--- src/verilog/cec_pkg.sv ---
`default_nettype none

package cec_pkg;
  localparam int ADDR_W = 8;
  localparam int DATA_W = 32;
  localparam int CNT_W = 32;
  localparam int CNT_NUM = 2;
  localparam int SRC_W = 4;
  localparam int MODE_W = 2;
  localparam int NUM_SRC = 16;
  localparam int NUM_IRQ = 9;
  localparam int LANES = 4;

  // Byte addresses of the register words
  localparam logic [ADDR_W-1:0] OFS_CTRL = 8'h00;
  localparam logic [ADDR_W-1:0] OFS_CFG [CNT_NUM] = '{8'h08, 8'h04};
  localparam logic [ADDR_W-1:0] OFS_VAL [CNT_NUM] = '{8'h10, 8'h0C};
  localparam logic [ADDR_W-1:0] OFS_MASK = 8'h14;
  localparam logic [ADDR_W-1:0] OFS_MSTAT = 8'h18;
  localparam logic [ADDR_W-1:0] OFS_RAW = 8'h1C;
  localparam logic [ADDR_W-1:0] OFS_CLEAR = 8'h20;
  localparam logic [ADDR_W-1:0] OFS_AUX = 8'h24;

  localparam int CTRL_EN_BIT = 0;
  localparam int CTRL_RST_BIT [CNT_NUM] = '{1, 2};
  localparam int CFG_SRC_LSB = 2;
  localparam int CFG_SRC_MSB = 5;
  localparam int CFG_MODE_LSB = 0;
  localparam int CFG_MODE_MSB = 1;
  localparam int AUX_NS_INT_BIT = 27;

  localparam logic [SRC_W-1:0] SRC_DISABLED = 4'h0;
  localparam logic [MODE_W-1:0] MODE_OFF = 2'h0;
  localparam logic [MODE_W-1:0] MODE_INCR = 2'h1;
  localparam logic [MODE_W-1:0] MODE_OVFL = 2'h2;

  localparam logic [CNT_W-1:0] CNT_RESET = 32'h00000000;
  localparam logic [CNT_W-1:0] CNT_MAX = 32'hFFFFFFFF;
  localparam logic [CNT_W-1:0] CNT_NEAR_MAX = 32'hFFFFFFFE;
  localparam logic [NUM_IRQ-1:0] MASK_RESET = 9'h000;
  localparam logic AUX_NS_INT_RESET = 1'b0;

  localparam int IRQ_CNT_BIT = 0;

  localparam logic [1:0] RESP_OKAY = 2'h0;
  localparam logic [1:0] RESP_DECERR = 2'h3;
endpackage : cec_pkg

`default_nettype wire

--- src/verilog/cec_counter.sv ---
`timescale 1ns/1ps
`default_nettype none

module cec_counter (
  input wire logic i_clk,
  input wire logic i_rst,
  input wire logic [cec_pkg::NUM_SRC-1:0] i_evt,
  input wire logic [cec_pkg::NUM_SRC-1:0] i_evt_secure,
  input wire logic i_debug_en,
  input wire logic i_count_en,
  input wire logic [cec_pkg::SRC_W-1:0] i_src,
  input wire logic [cec_pkg::MODE_W-1:0] i_mode,
  input wire logic i_clear,
  input wire logic i_load,
  input wire logic [cec_pkg::CNT_W-1:0] i_load_data,
  output logic [cec_pkg::CNT_W-1:0] o_value,
  output logic o_irq
);
  import cec_pkg::*;

  logic hit;
  logic step;

  assign hit = i_count_en && (i_src != SRC_DISABLED) && i_evt[i_src] &&
               (!i_evt_secure[i_src] || i_debug_en);
  assign step = hit && (o_value != CNT_MAX);

  always_ff @(posedge i_clk or posedge i_rst) begin
    if (i_rst) begin
      o_value <= CNT_RESET;
    end else if (i_clear) begin
      o_value <= CNT_RESET;
    end else if (i_load) begin
      o_value <= i_load_data;
    end else if (step) begin
      o_value <= o_value + 32'h1;
    end
  end

  always_ff @(posedge i_clk or posedge i_rst) begin
    if (i_rst) begin
      o_irq <= 1'b0;
    end else begin
      o_irq <= step && !i_clear && !i_load &&
               ((i_mode == MODE_INCR) ||
                ((i_mode == MODE_OVFL) && (o_value == CNT_NEAR_MAX)));
    end
  end
endmodule : cec_counter

`default_nettype wire

--- src/verilog/cec_irq.sv ---
`timescale 1ns/1ps
`default_nettype none

module cec_irq (
  input wire logic i_clk,
  input wire logic i_rst,
  input wire logic [cec_pkg::NUM_IRQ-1:0] i_set,
  input wire logic [cec_pkg::NUM_IRQ-1:0] i_clear,
  input wire logic [cec_pkg::NUM_IRQ-1:0] i_mask,
  output logic [cec_pkg::NUM_IRQ-1:0] o_raw,
  output logic [cec_pkg::NUM_IRQ-1:0] o_lines,
  output logic o_any
);
  import cec_pkg::*;

  // Set beats a same-cycle clear so no event is lost
  always_ff @(posedge i_clk or posedge i_rst) begin
    if (i_rst) begin
      o_raw <= '0;
    end else begin
      o_raw <= (o_raw & ~i_clear) | i_set;
    end
  end

  always_ff @(posedge i_clk or posedge i_rst) begin
    if (i_rst) begin
      o_lines <= '0;
      o_any <= 1'b0;
    end else begin
      o_lines <= o_raw & i_mask;
      o_any <= |(o_raw & i_mask);
    end
  end
endmodule : cec_irq

`default_nettype wire

--- src/verilog/cec_top.sv ---
// Chosen here: the register addresses and register access over Avalon-MM.
`timescale 1ns/1ps
`default_nettype none

module cec_top (
  input wire logic i_clk,
  input wire logic i_rst,
  input wire logic [cec_pkg::ADDR_W-1:0] i_avs_address,
  input wire logic i_avs_read,
  input wire logic i_avs_write,
  input wire logic [cec_pkg::DATA_W-1:0] i_avs_writedata,
  input wire logic [cec_pkg::LANES-1:0] i_avs_byteenable,
  input wire logic i_avs_nonsecure,
  output logic [cec_pkg::DATA_W-1:0] o_avs_readdata,
  output logic o_avs_waitrequest,
  output logic [1:0] o_avs_response,
  input wire logic i_secure_noninvasive_debug_en,
  input wire logic i_evt_castout,
  input wire logic i_evt_data_read_hit,
  input wire logic i_evt_data_read_request,
  input wire logic i_evt_data_write_hit,
  input wire logic i_evt_data_write_request,
  input wire logic i_evt_data_writethrough_request,
  input wire logic i_evt_instr_read_hit,
  input wire logic i_evt_instr_read_request,
  input wire logic i_evt_write_allocate,
  input wire logic i_evt_internal_prefetch_alloc,
  input wire logic i_evt_external_prefetch_hit,
  input wire logic i_evt_external_prefetch_alloc,
  input wire logic i_evt_spec_read_received,
  input wire logic i_evt_spec_read_confirmed,
  input wire logic i_evt_external_prefetch_received,
  input wire logic [cec_pkg::NUM_SRC-1:0] i_evt_secure,
  input wire logic i_next_level_decode_error_src,
  input wire logic i_next_level_slave_error_src,
  input wire logic i_data_ram_read_error_src,
  input wire logic i_tag_ram_read_error_src,
  input wire logic i_data_ram_write_error_src,
  input wire logic i_tag_ram_write_error_src,
  input wire logic i_data_ram_read_parity_error_src,
  input wire logic i_tag_ram_read_parity_error_src,
  output logic o_next_level_decode_error,
  output logic o_next_level_slave_error,
  output logic o_data_ram_read_error,
  output logic o_tag_ram_read_error,
  output logic o_data_ram_write_error,
  output logic o_tag_ram_write_error,
  output logic o_data_ram_read_parity_error,
  output logic o_tag_ram_read_parity_error,
  output logic o_counter_overflow_increment_irq,
  output logic o_combined_interrupt_out
);
  import cec_pkg::*;

  typedef enum {BUS_IDLE, BUS_ANSWER} cec_bus_state_t;

  cec_bus_state_t bus_state_reg;
  logic dbg_meta_reg;
  logic dbg_sync_reg;
  logic ctrl_en_reg;
  logic aux_ns_int_reg;
  logic [NUM_IRQ-1:0] mask_reg;
  logic [SRC_W-1:0] cfg_src_reg [CNT_NUM];
  logic [MODE_W-1:0] cfg_mode_reg [CNT_NUM];
  logic [CNT_W-1:0] cnt_value [CNT_NUM];
  logic [CNT_NUM-1:0] cnt_clear;
  logic [CNT_NUM-1:0] cnt_load;
  logic [CNT_NUM-1:0] cnt_irq;
  logic [CNT_NUM-1:0] cnt_hit;
  logic [NUM_IRQ-1:0] irq_raw;
  logic [NUM_IRQ-1:0] irq_set;
  logic [NUM_IRQ-1:0] irq_clear;
  logic [NUM_IRQ-1:0] irq_lines;
  logic [NUM_IRQ-1:0] irq_masked;
  logic [NUM_SRC-1:0] evt_vec;
  logic [DATA_W-1:0] rdata_cmb;
  logic [DATA_W-1:0] wmask;
  logic [DATA_W-1:0] wdata_eff;
  logic [1:0] resp_cmb;
  logic mapped;
  logic req;
  logic commit;

  // Code 0 is the disabled slot, never an event
  assign evt_vec = {i_evt_external_prefetch_received, i_evt_spec_read_confirmed,
                    i_evt_spec_read_received, i_evt_external_prefetch_alloc,
                    i_evt_external_prefetch_hit, i_evt_internal_prefetch_alloc,
                    i_evt_write_allocate, i_evt_instr_read_request,
                    i_evt_instr_read_hit, i_evt_data_writethrough_request,
                    i_evt_data_write_request, i_evt_data_write_hit,
                    i_evt_data_read_request, i_evt_data_read_hit,
                    i_evt_castout, 1'b0};

  assign req = i_avs_read || i_avs_write;
  // Writes land on the edge the master sees waitrequest low
  assign commit = (bus_state_reg == BUS_ANSWER) && i_avs_write &&
                  (o_avs_response == RESP_OKAY);

  for (genvar b = 0; b < LANES; b++) begin : g_lane
    assign wmask[8*b +: 8] = {8{i_avs_byteenable[b]}};
  end
  // Disabled lanes keep the current readable contents of CTRL, CFG, MASK and AUX; VAL loads and CLEAR take every lane
  assign wdata_eff = (i_avs_writedata & wmask) | (rdata_cmb & ~wmask);

  // Debug enable is a pin, so synchronise it
  always_ff @(posedge i_clk or posedge i_rst) begin
    if (i_rst) begin
      dbg_meta_reg <= 1'b0;
      dbg_sync_reg <= 1'b0;
    end else begin
      dbg_meta_reg <= i_secure_noninvasive_debug_en;
      dbg_sync_reg <= dbg_meta_reg;
    end
  end

  always_comb begin
    rdata_cmb = '0;
    case (i_avs_address)
      OFS_CTRL: rdata_cmb[CTRL_EN_BIT] = ctrl_en_reg;
      OFS_CFG[0]: rdata_cmb[CFG_SRC_MSB:CFG_MODE_LSB] = {cfg_src_reg[0], cfg_mode_reg[0]};
      OFS_CFG[1]: rdata_cmb[CFG_SRC_MSB:CFG_MODE_LSB] = {cfg_src_reg[1], cfg_mode_reg[1]};
      OFS_VAL[0]: rdata_cmb = cnt_value[0];
      OFS_VAL[1]: rdata_cmb = cnt_value[1];
      OFS_MASK: rdata_cmb[NUM_IRQ-1:0] = mask_reg;
      OFS_MSTAT: rdata_cmb[NUM_IRQ-1:0] = irq_masked;
      OFS_RAW: rdata_cmb[NUM_IRQ-1:0] = irq_raw;
      OFS_AUX: rdata_cmb[AUX_NS_INT_BIT] = aux_ns_int_reg;
      default: rdata_cmb = '0;
    endcase
  end

  always_comb begin
    mapped = 1'b0;
    case (i_avs_address)
      OFS_CTRL, OFS_CFG[0], OFS_CFG[1], OFS_VAL[0], OFS_VAL[1],
      OFS_MASK, OFS_MSTAT, OFS_RAW, OFS_CLEAR, OFS_AUX: mapped = 1'b1;
      default: mapped = 1'b0;
    endcase
    resp_cmb = mapped ? RESP_OKAY : RESP_DECERR;
    if (i_avs_write && i_avs_nonsecure && !aux_ns_int_reg &&
        ((i_avs_address == OFS_MASK) || (i_avs_address == OFS_CLEAR) ||
         (i_avs_address == OFS_AUX))) begin
      resp_cmb = RESP_DECERR;
    end
  end

  // One wait cycle, then one answer cycle
  always_ff @(posedge i_clk or posedge i_rst) begin
    if (i_rst) begin
      bus_state_reg <= BUS_IDLE;
      o_avs_waitrequest <= 1'b1;
      o_avs_readdata <= '0;
      o_avs_response <= RESP_OKAY;
    end else begin
      case (bus_state_reg)
        BUS_IDLE: begin
          if (req) begin
            bus_state_reg <= BUS_ANSWER;
            o_avs_waitrequest <= 1'b0;
            o_avs_readdata <= i_avs_read ? rdata_cmb : '0;
            o_avs_response <= resp_cmb;
          end
        end
        BUS_ANSWER: begin
          bus_state_reg <= BUS_IDLE;
          o_avs_waitrequest <= 1'b1;
        end
        default: begin
          bus_state_reg <= BUS_IDLE;
          o_avs_waitrequest <= 1'b1;
        end
      endcase
    end
  end

  always_ff @(posedge i_clk or posedge i_rst) begin
    if (i_rst) begin
      ctrl_en_reg <= 1'b0;
    end else if (commit && (i_avs_address == OFS_CTRL)) begin
      ctrl_en_reg <= wdata_eff[CTRL_EN_BIT];
    end
  end

  always_ff @(posedge i_clk or posedge i_rst) begin
    if (i_rst) begin
      mask_reg <= MASK_RESET;
    end else if (commit && (i_avs_address == OFS_MASK)) begin
      mask_reg <= wdata_eff[NUM_IRQ-1:0];
    end
  end

  // Aux bit 27 lets non-secure writes reach interrupt registers
  always_ff @(posedge i_clk or posedge i_rst) begin
    if (i_rst) begin
      aux_ns_int_reg <= AUX_NS_INT_RESET;
    end else if (commit && (i_avs_address == OFS_AUX)) begin
      aux_ns_int_reg <= wdata_eff[AUX_NS_INT_BIT];
    end
  end

  assign irq_clear = (commit && (i_avs_address == OFS_CLEAR)) ?
                     i_avs_writedata[NUM_IRQ-1:0] : '0;
  assign irq_set = {i_next_level_decode_error_src, i_next_level_slave_error_src,
                    i_data_ram_read_error_src, i_tag_ram_read_error_src,
                    i_data_ram_write_error_src, i_tag_ram_write_error_src,
                    i_data_ram_read_parity_error_src, i_tag_ram_read_parity_error_src,
                    |cnt_irq};
  assign irq_masked = irq_raw & mask_reg;

  for (genvar g = 0; g < CNT_NUM; g++) begin : g_cnt
    always_ff @(posedge i_clk or posedge i_rst) begin
      if (i_rst) begin
        cfg_src_reg[g] <= SRC_DISABLED;
        cfg_mode_reg[g] <= MODE_OFF;
      end else if (commit && (i_avs_address == OFS_CFG[g])) begin
        cfg_src_reg[g] <= wdata_eff[CFG_SRC_MSB:CFG_SRC_LSB];
        cfg_mode_reg[g] <= wdata_eff[CFG_MODE_MSB:CFG_MODE_LSB];
      end
    end

    assign cnt_clear[g] = commit && (i_avs_address == OFS_CTRL) &&
                          wdata_eff[CTRL_RST_BIT[g]];
    assign cnt_load[g] = commit && (i_avs_address == OFS_VAL[g]) &&
                         (cfg_src_reg[g] == SRC_DISABLED);
    assign cnt_hit[g] = ctrl_en_reg && (cfg_src_reg[g] != SRC_DISABLED) &&
                        evt_vec[cfg_src_reg[g]] &&
                        (!i_evt_secure[cfg_src_reg[g]] || dbg_sync_reg);

    cec_counter u_counter (
      .i_clk(i_clk),
      .i_rst(i_rst),
      .i_evt(evt_vec),
      .i_evt_secure(i_evt_secure),
      .i_debug_en(dbg_sync_reg),
      .i_count_en(ctrl_en_reg),
      .i_src(cfg_src_reg[g]),
      .i_mode(cfg_mode_reg[g]),
      .i_clear(cnt_clear[g]),
      .i_load(cnt_load[g]),
      .i_load_data(i_avs_writedata),
      .o_value(cnt_value[g]),
      .o_irq(cnt_irq[g])
    );

  end

  cec_irq u_irq (
    .i_clk(i_clk),
    .i_rst(i_rst),
    .i_set(irq_set),
    .i_clear(irq_clear),
    .i_mask(mask_reg),
    .o_raw(irq_raw),
    .o_lines(irq_lines),
    .o_any(o_combined_interrupt_out)
  );

  assign {o_next_level_decode_error, o_next_level_slave_error, o_data_ram_read_error,
          o_tag_ram_read_error, o_data_ram_write_error, o_tag_ram_write_error,
          o_data_ram_read_parity_error, o_tag_ram_read_parity_error,
          o_counter_overflow_increment_irq} = irq_lines;
endmodule : cec_top

`default_nettype wire

--- config.mk ---
export PLATFORM = sky130hd
export DESIGN_NAME = cec_top
export DESIGN_NICKNAME = d
export VERILOG_FILES = /design/src/verilog/cec_pkg.sv /design/src/verilog/cec_counter.sv /design/src/verilog/cec_irq.sv /design/src/verilog/cec_top.sv
export SDC_FILE = /design/constraint.sdc
export NUM_CORES = 1
export LEC_CHECK = 0
export ABC_AREA = 1
export BUFFER_PORTS_ARGS = -buffer_cell sky130_fd_sc_hd__buf_2
export CAP_MARGIN = 20
export CORE_ASPECT_RATIO = 1.4
export CORE_UTILIZATION = 53
export CTS_BUF_LIST = sky130_fd_sc_hd__clkbuf_16
export CTS_CLUSTER_SIZE = 28
export DETAILED_ROUTE_END_ITERATION = 12
export PLACE_DENSITY = 0.77
export SLEW_MARGIN = 20
export SYNTH_ARGS = -nofsm -noshare
export SYNTH_HDL_FRONTEND = slang
export SYNTH_SLANG_ARGS = --single-unit
--- constraint.sdc ---
create_clock -name i_clk -period 4.8 [get_ports i_clk]
set_input_delay 0.72 -clock i_clk [delete_from_list [all_inputs] [get_ports i_clk]]
set_output_delay 0.72 -clock i_clk [all_outputs]
set_load 0.01 [all_outputs]
==> metrics.txt, run 1 <==
status=finished, final reports clean; worst hold margin=approximately 0.35 ns; largest net degree at the start of global routing=a little over 80; number of synthesis warnings=0; number of synthesized flops with an enable pin=0; CP endpoint kind=flip-flop; worst path required time=5.12 ns; Largest register FFs=64; Post-CTS Setup Repair Bufs=0; first-pass GRT wire length=53200 µm; Top reg by flops=g_cnt.u_counter.o_value; routed length per instance=approximately 18 µm; critical path depth=12; worst hold path depth=0; sequential fraction of the synthesis area=36.4%; DP Cell Count=1865; Clk Latency, worst-skew pair=~0.44 ns; NumNets Final=1733; CTS H-Tree Depth=4; Clock Path Buffers=2; Synth Cell Area=between 9000 and 10000 µm²; I/O Buffers=between 100 and 150; utilization after layout=61.1%; clock sinks=145; Top Registers=g_cnt.u_counter.o_value x64, o_avs_readdata x32; FFs w/ async S/R, synth=100%; worst vdd ir=~220 µV; most common cell after layout, fill and taps aside=nand2_1; drt total wl=about 34000 µm; Final min period=3.36 ns; Synth Register Bits=~150; met1 usage=between 40% and 50%; Starting Density=a little over half; CP max stage cell=nand2_2; Syn-to-layout area delta=13.6%; Critical Setup Path Class=reg -> reg; fmax=slightly below 300 MHz; hpwl dp=about 25000 µm; ys flop type=dfrtp_1; die width=around 120 µm; Max stage delay on crit path=~0.63 ns; met2 Usage GRT=approximately three fifths; remaining antenna violation count=0; core area=around 19000 µm²; reg2reg path depth=12; die height=164 µm; final hold vios=0; Synth Instances=around 1500; Final Power=approximately 3.1 mW; share of cells above drive strength 1=between 10% and 20%; crit-path cells=ha_1, inv_1, nor2_1, nand2_1, nor2_4, nand3_1, nand2_1, a21oi_1, nand2_2, nand2_2, nand3_1, nand2_1; skew final=~0.013 ns; Mapped Nets=1638; Max-slew headroom=roughly 36%; most frequent cells in the layout=nand2_1 (482), nor2_1 (174), inv_1 (161); Netlist cell types=37; Placer Congestion=just over 1; All-Layer GR Usage=35.8%; Worst Max-Slew Pin Slew=about 0.97 ns; Syn Area/Cell=approximately 6.4 µm²; area of the die=19400 µm²; Most Used Layer, Global Route=met2; most used cell along the critical path=nand2_1; period utilization=70.0%; vias in the first global route=between 10000 and 15000; Vias/cell=around 5.8; TritonRoute pass-1 iters=5; Setup violations, final=0; via count of the routed design=10900; M3 GR Usage=under 10%; TritonCTS clock tree=done; Max-Cap Viols=0; root buffer cell=clkbuf_16; post_cts resized=0; Remaining DRCs=0; Slew Limit Fails=0; non-filler cells, final=1897; Antenna Cells=0; Critical Path Start Type=flip-flop; I/O pin count=134; Worst Hold Class=reg -> reg; CP max FO=33; Pwr per Cell Area=about 270 nW/µm²; setup_tns=0 ns; RSZ-0062 raised after global routing=false; total CTS buffers=17; cts hold-fix bufs=0; Clock transition at path regs=around 0.070 ns; DR iter-0 viols=approximately 960; Lkg Pwr=approximately 5.7 nW; row count=59; Critical Path AT=roughly 3.7 ns; total grt overflow=0; critical path's top delay family=simple AND/OR/NAND/NOR gates; initial antenna violation count=0; CP Buf/Inv Count=1
## per-stage QoR
stage          cell area, µm²  worst slack [ns]
6_report                11300              1.44
5_1_grt                 11300              1.21
4_1_cts                 11300              1.49
3_5_place_dp            10700              1.33
3_3_place_gp            10700              1.44
2_1_floorplan            9960             0.187
## synthesized netlist by cell type (5+ instances only)
| master | n | share of area, % |
|---|---|---|
| a21oi_1 | 39 | 2.0 |
| buf_2 | 32 | 1.6 |
| buf_4 | 7 | 0.53 |
| clkbuf_1 | 25 | 0.94 |
| dfrtp_1 | 144 | 36 |
| inv_1 | 162 | 6.1 |
| inv_2 | 8 | 0.30 |
| nand2_1 | 482 | 18 |
| nand2_2 | 8 | 0.50 |
| nand3_1 | 162 | 8.1 |
| nand4_1 | 73 | 4.6 |
| nor2_1 | 174 | 6.6 |
| nor2_2 | 9 | 0.57 |
| nor3_1 | 15 | 0.75 |
| o211ai_1 | 9 | 0.68 |
| o21ai_0 | 112 | 5.6 |
| o21ai_1 | 5 | 0.25 |
| o22ai_1 | 22 | 1.4 |
| xor2_1 | 28 | 2.5 |
## final cells by class
class                      count  area [µm²]
sequential                   145        3630
multi-input combinational   1162        5380
clock buffer                  17         425
clock inverter                15         185
inverter                     170         643
tap                          244         305
timing repair buffer         144         751
fill                        1853        7210
## kinds of logic after synthesis
family                   synth area share (%)
AND/OR/NAND/NOR                          39.8
adder cells (fa/ha/maj)                 0.502
AO/OA/AOI/OAI                            10.8
XOR/XNOR                                 2.81
flip-flops                               36.4
buffers and inverters                    9.71
## power breakdown
group	leakage, nW	internal, mW	switching (mW)	total [mW]
Sequential	1.85	1.27	0.0654	1.33
Combinational	3.56	0.119	0.242	0.361
Clock	0.293	0.751	0.651	1.40
## routing by layer
layer  wire, µm  up-vias
met5          0        -
li1           -     5212
met3       2150      115
met2      16500      512
met4       2410        0
met1      13100     5090
## final timing paths
kind	startpoint	to	slack [ns]
worst min-delay path	dbg_meta_reg	dbg_sync_reg	0.35
max in group asynchronous	i_rst	g_cnt[1].u_counter.o_value[12]	3.41
worst max-delay path	g_cnt[1].u_counter.o_value[1]	g_cnt[1].u_counter.o_value[29]	1.44
min in group asynchronous	i_rst	o_avs_readdata[3]	0.41
worst max register to register	g_cnt[1].u_counter.o_value[1]	g_cnt[1].u_counter.o_value[29]	1.44
worst min register to register	dbg_meta_reg	dbg_sync_reg	0.35
Note: power is estimated with default switching activity, not from simulation.
==> run 2, diff against run 1 <==
clock period = 2.95 ns   (was 4.8 ns; I/O delays follow)
==> run 2 against run 1 <==
The run now ends with hold timing left. Sequential share of layout area is 0.36 points lower. Clock power is 67% higher. Hold slack worse by 0.36 ns. Global-route usage is 0.28 points lower. Clock-buffer cell count stayed put. Critical path depth stayed put. First-iteration DRC count is 2.4% higher. Clock skew is 0.0010 ns lower. Fmax is 26% higher. Critical path type unchanged. Highest routed layer unchanged.
==> metrics.txt, run 2 (synthesis results as in run 1) <==
status=finished with violations; failing checks=hold timing; setup_tns=0 ns; NumNets Final=around 1700; die height=between 150 and 200 µm; Max stage delay on crit path=approximately 0.45 ns; hpwl dp=between 20000 and 30000 µm; Starting Density=between 50 and 60%; DR iter-0 viols=~980; Final min period=2.67 ns; area of the die=approximately 19000 µm²; worst hold margin=-0.00575 ns; Largest register FFs=64; Antenna Cells=0; total grt overflow=0; Clk Latency, worst-skew pair=between 0.4 and 0.5 ns; Top reg by flops=g_cnt.u_counter.o_value; drt total wl=around 34000 µm; Max-slew headroom=about 38%; most used cell along the critical path=nand2_1; Setup violations, final=0; row count=59; Max-Cap Viols=0; Worst Max-Slew Pin Slew=0.936 ns; worst path required time=between 3 and 4 ns; Clock transition at path regs=roughly 0.070 ns; Critical Setup Path Class=reg -> reg; Post-CTS Setup Repair Bufs=0; CP max FO=32; M3 GR Usage=between 4 and 5%; largest net degree at the start of global routing=66; initial antenna violation count=0; fmax=roughly 370 MHz; share of cells above drive strength 1=13.3%; Top Registers=g_cnt.u_counter.o_value x64, o_avs_readdata x32; Syn-to-layout area delta=14.9%; core area=between 15000 and 20000 µm²; Remaining DRCs=0; met1 usage=about two fifths; met2 Usage GRT=roughly 60%; final hold vios=11; Most Used Layer, Global Route=met2; first-pass GRT wire length=roughly 53000 µm; most common cell after layout, fill and taps aside=nand2_1; period utilization=90.4%; CTS H-Tree Depth=4; All-Layer GR Usage=approximately 36%; Clock power frac=a little under half; placed inst area=between 10000 and 15000 µm²; Lkg Pwr=5.78 nW; CP endpoint kind=flip-flop; via count of the routed design=~11000; most frequent cells in the layout=nand2_1 (482), nor2_1 (174), inv_1 (161); Critical Path AT=between 2 and 3 ns; vias in the first global route=around 10000; total CTS buffers=17; skew final=about 0.012 ns; final instance area=11400 µm²; Placer Congestion=approximately 1; Vias/cell=roughly 5.8; Clock Path Buffers=2; Critical Path Start Type=flip-flop; TritonCTS clock tree=done; post_cts resized=0; P_sw=~1.5 mW; Sw Ratio=30.1%; CP max stage cell=dfrtp_1; Flop pwr share=a little over two fifths; Slew Limit Fails=0; clock sinks=roughly 150; TritonRoute pass-1 iters=5; Pwr per Cell Area=446 nW/µm²; Worst Hold Class=in -> async; die width=around 120 µm; worst vdd ir=around 360 µV; remaining antenna violation count=0; cts hold-fix bufs=0; Pint=roughly 3.6 mW; I/O Buffers=between 100 and 150; routed length per instance=approximately 18 µm; combinational share of power=11.6%; utilization after layout=roughly 60%; I/O pin count=approximately 130; crit-path cells=ha_1, inv_1, nor2_1, nand2_1, nor2_4, nand3_1, nand2_1, a21oi_1, nand2_2, nand2_2, nand3_1, nand2_1; root buffer cell=clkbuf_16; RSZ-0062 raised after global routing=false
run 2: per-stage QoR:
step	setup slack [ns]	power [mW]	std cells
after floorplan	0.689	2.55	1545
after global placement	0.330	2.77	1876
after global routing	0.0716	5.28	1908
after CTS	0.366	5.10	1908
after detailed placement	0.302	2.79	1876
final	0.282	5.10	1908
run 2: worst max-delay path, delay by kind of cell, from the launching register on:
family	cells	cell delay, ns
adders and majority gates	1	0.23
DFF	1	0.45
and+or+nand+nor	9	1.74
buffers and inverters	1	0.05
AOI/OAI and AO/OA	1	0.07
run 2: path summary, 6_finish.rpt:
kind | startpoint | to | slack, ns | cells after the start
max in group asynchronous | i_rst | o_avs_readdata[13] | 2.07 | 3
setup reg to reg | g_cnt[1].u_counter.o_value[1] | g_cnt[1].u_counter.o_value[12] | 0.28 | 12
min in group i_clk | i_secure_noninvasive_debug_en | dbg_meta_reg | 0.11 | 1
hold / removal | i_rst | u_irq.o_lines[5] | -0.006 | 2
setup / recovery | g_cnt[1].u_counter.o_value[1] | g_cnt[1].u_counter.o_value[12] | 0.28 | 12
hold reg to reg | dbg_meta_reg | dbg_sync_reg | 0.35 | 0
run 2: cell type report:
| type | count | area [µm²] |
|---|---|---|
| Fill cell | 1824 | 7090 |
| Tap cell | 244 | 305 |
| Sequential cell | 145 | 3630 |
| Clock buffer | 17 | 425 |
| Clock inverter | 15 | 206 |
| Inverter | 170 | 642 |
| Multi-Input combinational cell | 1162 | 5380 |
| Timing Repair Buffer | 155 | 858 |
run 2: routing by layer:
metal / vias to the layer above / routed length, µm / part of all wire, %
met5: - / 0 / 0
met4: 0 / 2770 / 8.2
met3: 139 / 2070 / 6.1
met2: 523 / 16300 / 48
met1: 5091 / 12600 / 37
li1: 5223 / - / -
run 2: power groups by stage:
stage	clock, mW	combinational (mW)	sequential (mW)
floorplan	0	0.378	2.17
global placement	0	0.574	2.20
detailed placement	0	0.587	2.20
CTS	2.35	0.591	2.16
global route	2.44	0.669	2.18
finish	2.34	0.594	2.17
==> run 3, diff against run 2 <==
CORE_MARGIN = 2   (was not set)
PLACE_DENSITY = not set   (was 0.77)
PLACE_DENSITY_LB_ADDON = 0.1   (was not set)
==> run 3 against run 2 <==
The run now ends clean. Core utilization grew 0.21 points. Clock power down 2%. Via count down 0.67%. Total power shrank 0.66%. Largest power group unchanged. Combinational power barely moved. Clock skew is 0.0016 ns higher. First-iteration DRC count grew 4.5%. Critical path depth is the same. Non-clock buffer count up 4. Routed wire length rose by 2.5%. Register-to-register slack barely moved. Sequential power about the same.
==> metrics.txt, run 3 (synthesis results as in run 1) <==
DP Cell Count=between 1500 and 2000; Pint=around 3.6 mW; CP endpoint kind=flip-flop; I/O Buffers=132; Clock power frac=45.5%; Worst setup endpoint=g_cnt[1].u_counter.o_value[15]; CP startpoint=g_cnt[1].u_counter.o_value[1]; utilization after layout=62.0%; die width=120 µm; worst r2r src=g_cnt[1].u_counter.o_value[1]; top sig layer=met4; Antenna Cells=0; crit-path cells=ha_1, inv_1, nor2_1, nand2_1, nor2_4, nand3_1, nand2_1, a21oi_1, nand2_2, nand2_2, nand3_1, nand2_1; most frequent cells in the layout=nand2_1 (482), nor2_1 (174), inv_1 (161); share of cells above drive strength 1=~13%; Met3 Wirelength=between 1500 and 2000 µm; status=finished, final reports clean; CTS H-Tree Depth=4; die height=approximately 170 µm; routed length per instance=between 15 and 20 µm; P_sw=around 1.5 mW; CP max FO=32; PnR worst setup slack=approximately 0.28 ns; Final min period=~2.7 ns; root buffer cell=clkbuf_16; I/O pin count=approximately 130; setup slack after placement=between 0.15 and 0.2 ns; Clk Latency, worst-skew pair=0.43 ns; Critical Path AT=approximately 3.0 ns; worst vdd ir=about 380 µV; Worst Hold Class=in -> async; DRT met1 WL=approximately 13000 µm; Syn-to-layout area delta=15.2%; post_cts resized=0; Sw Ratio=between 20% and 30%; clock sinks=around 150; TritonCTS clock tree=done; initial antenna violation count=0; area of the die=around 20000 µm²; Largest register FFs=64; core area=between 15000 and 20000 µm²; skew final=roughly 0.014 ns; Met2 Wirelength=16800 µm; R2R Setup Slk=roughly 0.28 ns; setup_tns=0 ns; final hold vios=0; largest net degree at the start of global routing=between 60 and 70; Worst Max-Slew Pin Slew=1.00 ns; Critical Path Start Type=flip-flop; drt total wl=34600 µm; Post-CTS Setup Repair Bufs=0; Clock Path Buffers=2; Max-Cap Viols=0; Top Registers=g_cnt.u_counter.o_value x64, o_avs_readdata x32; first-pass GRT wire length=around 56000 µm; vias in the first global route=around 11000; Final Power=approximately 5.1 mW; row count=about 60; most used cell along the critical path=nand2_1; non-filler cells, final=between 1500 and 2000; number of fill cells=approximately 1900; total grt overflow=0; All-Layer GR Usage=between 30% and 40%; Max stage delay on crit path=approximately 0.45 ns; worst hold margin=between 0.1 and 0.15 ns; Clock transition at path regs=0.07 ns; combinational share of power=a little under an eighth; reg2reg path depth=12; cts hold-fix bufs=0; NumNets Final=~1700; critical path's top delay family=simple AND/OR/NAND/NOR gates; hpwl dp=between 20000 and 30000 µm; remaining antenna violation count=0; Placer Congestion=0.974; Flop pwr share=~43%; Max-slew headroom=around 33%; period utilization=between 90% and 100%; CP Buf/Inv Count=1; total CTS buffers=17; Lkg Pwr=between 5 and 6 nW; critical path depth=12; final instance area=~11000 µm²; Remaining DRCs=0; TritonRoute pass-1 iters=6; Top reg by flops=g_cnt.u_counter.o_value; worst path required time=3.28 ns; CP max stage cell=dfrtp_1; Starting Density=approximately 54%; FF-to-FF End=g_cnt[1].u_counter.o_value[15]; Vias/cell=roughly 5.7; Pwr per Cell Area=about 440 nW/µm²; Critical Setup Path Class=reg -> reg; Setup violations, final=0; most common cell after layout, fill and taps aside=nand2_1; Slew Limit Fails=0; fmax=374 MHz; placed inst area=10900 µm²; RSZ-0062 raised after global routing=false; via count of the routed design=approximately 11000; DR iter-0 viols=between 1000 and 1500
run 3: changes by cell type in the layout (fill, tap and decap cells not counted), sizes merged:
cell and change:
buf +4
run 3: how the worst min path moves through the flow:
stage,endpoint,cells past startpoint
global placement,dbg_sync_reg,0
detailed placement,dbg_sync_reg,0
floorplan,dbg_sync_reg,0
global route,dbg_meta_reg,1
CTS,dbg_meta_reg,1
finish,mask_reg[8],2
run 3: metal layers:
layer  global-route usage, %  vias to the layer above
li1                        -                     5234
met3                    4.60                      113
met1                    42.2                     5100
met5                       0                        -
met4                    23.8                        0
met2                    60.1                      455
run 3: power groups by stage:
stage	combinational [mW]	clock (mW)	sequential, mW
floorplan	0.378	0	2.17
global placement	0.583	0	2.20
detailed placement	0.589	0	2.20
CTS	0.594	2.33	2.16
global route	0.677	2.41	2.18
finish	0.597	2.30	2.17
run 3: area by class of cell:
type,count,area [µm²],area share [%]
flip-flops and latches,145,3630,31.6
multi-input cells,1162,5380,46.8
inverters,170,642,5.59
repair buffers,159,913,7.95
clock buffers,17,425,3.70
well taps,244,305,2.66
clock inverters,15,190,1.66
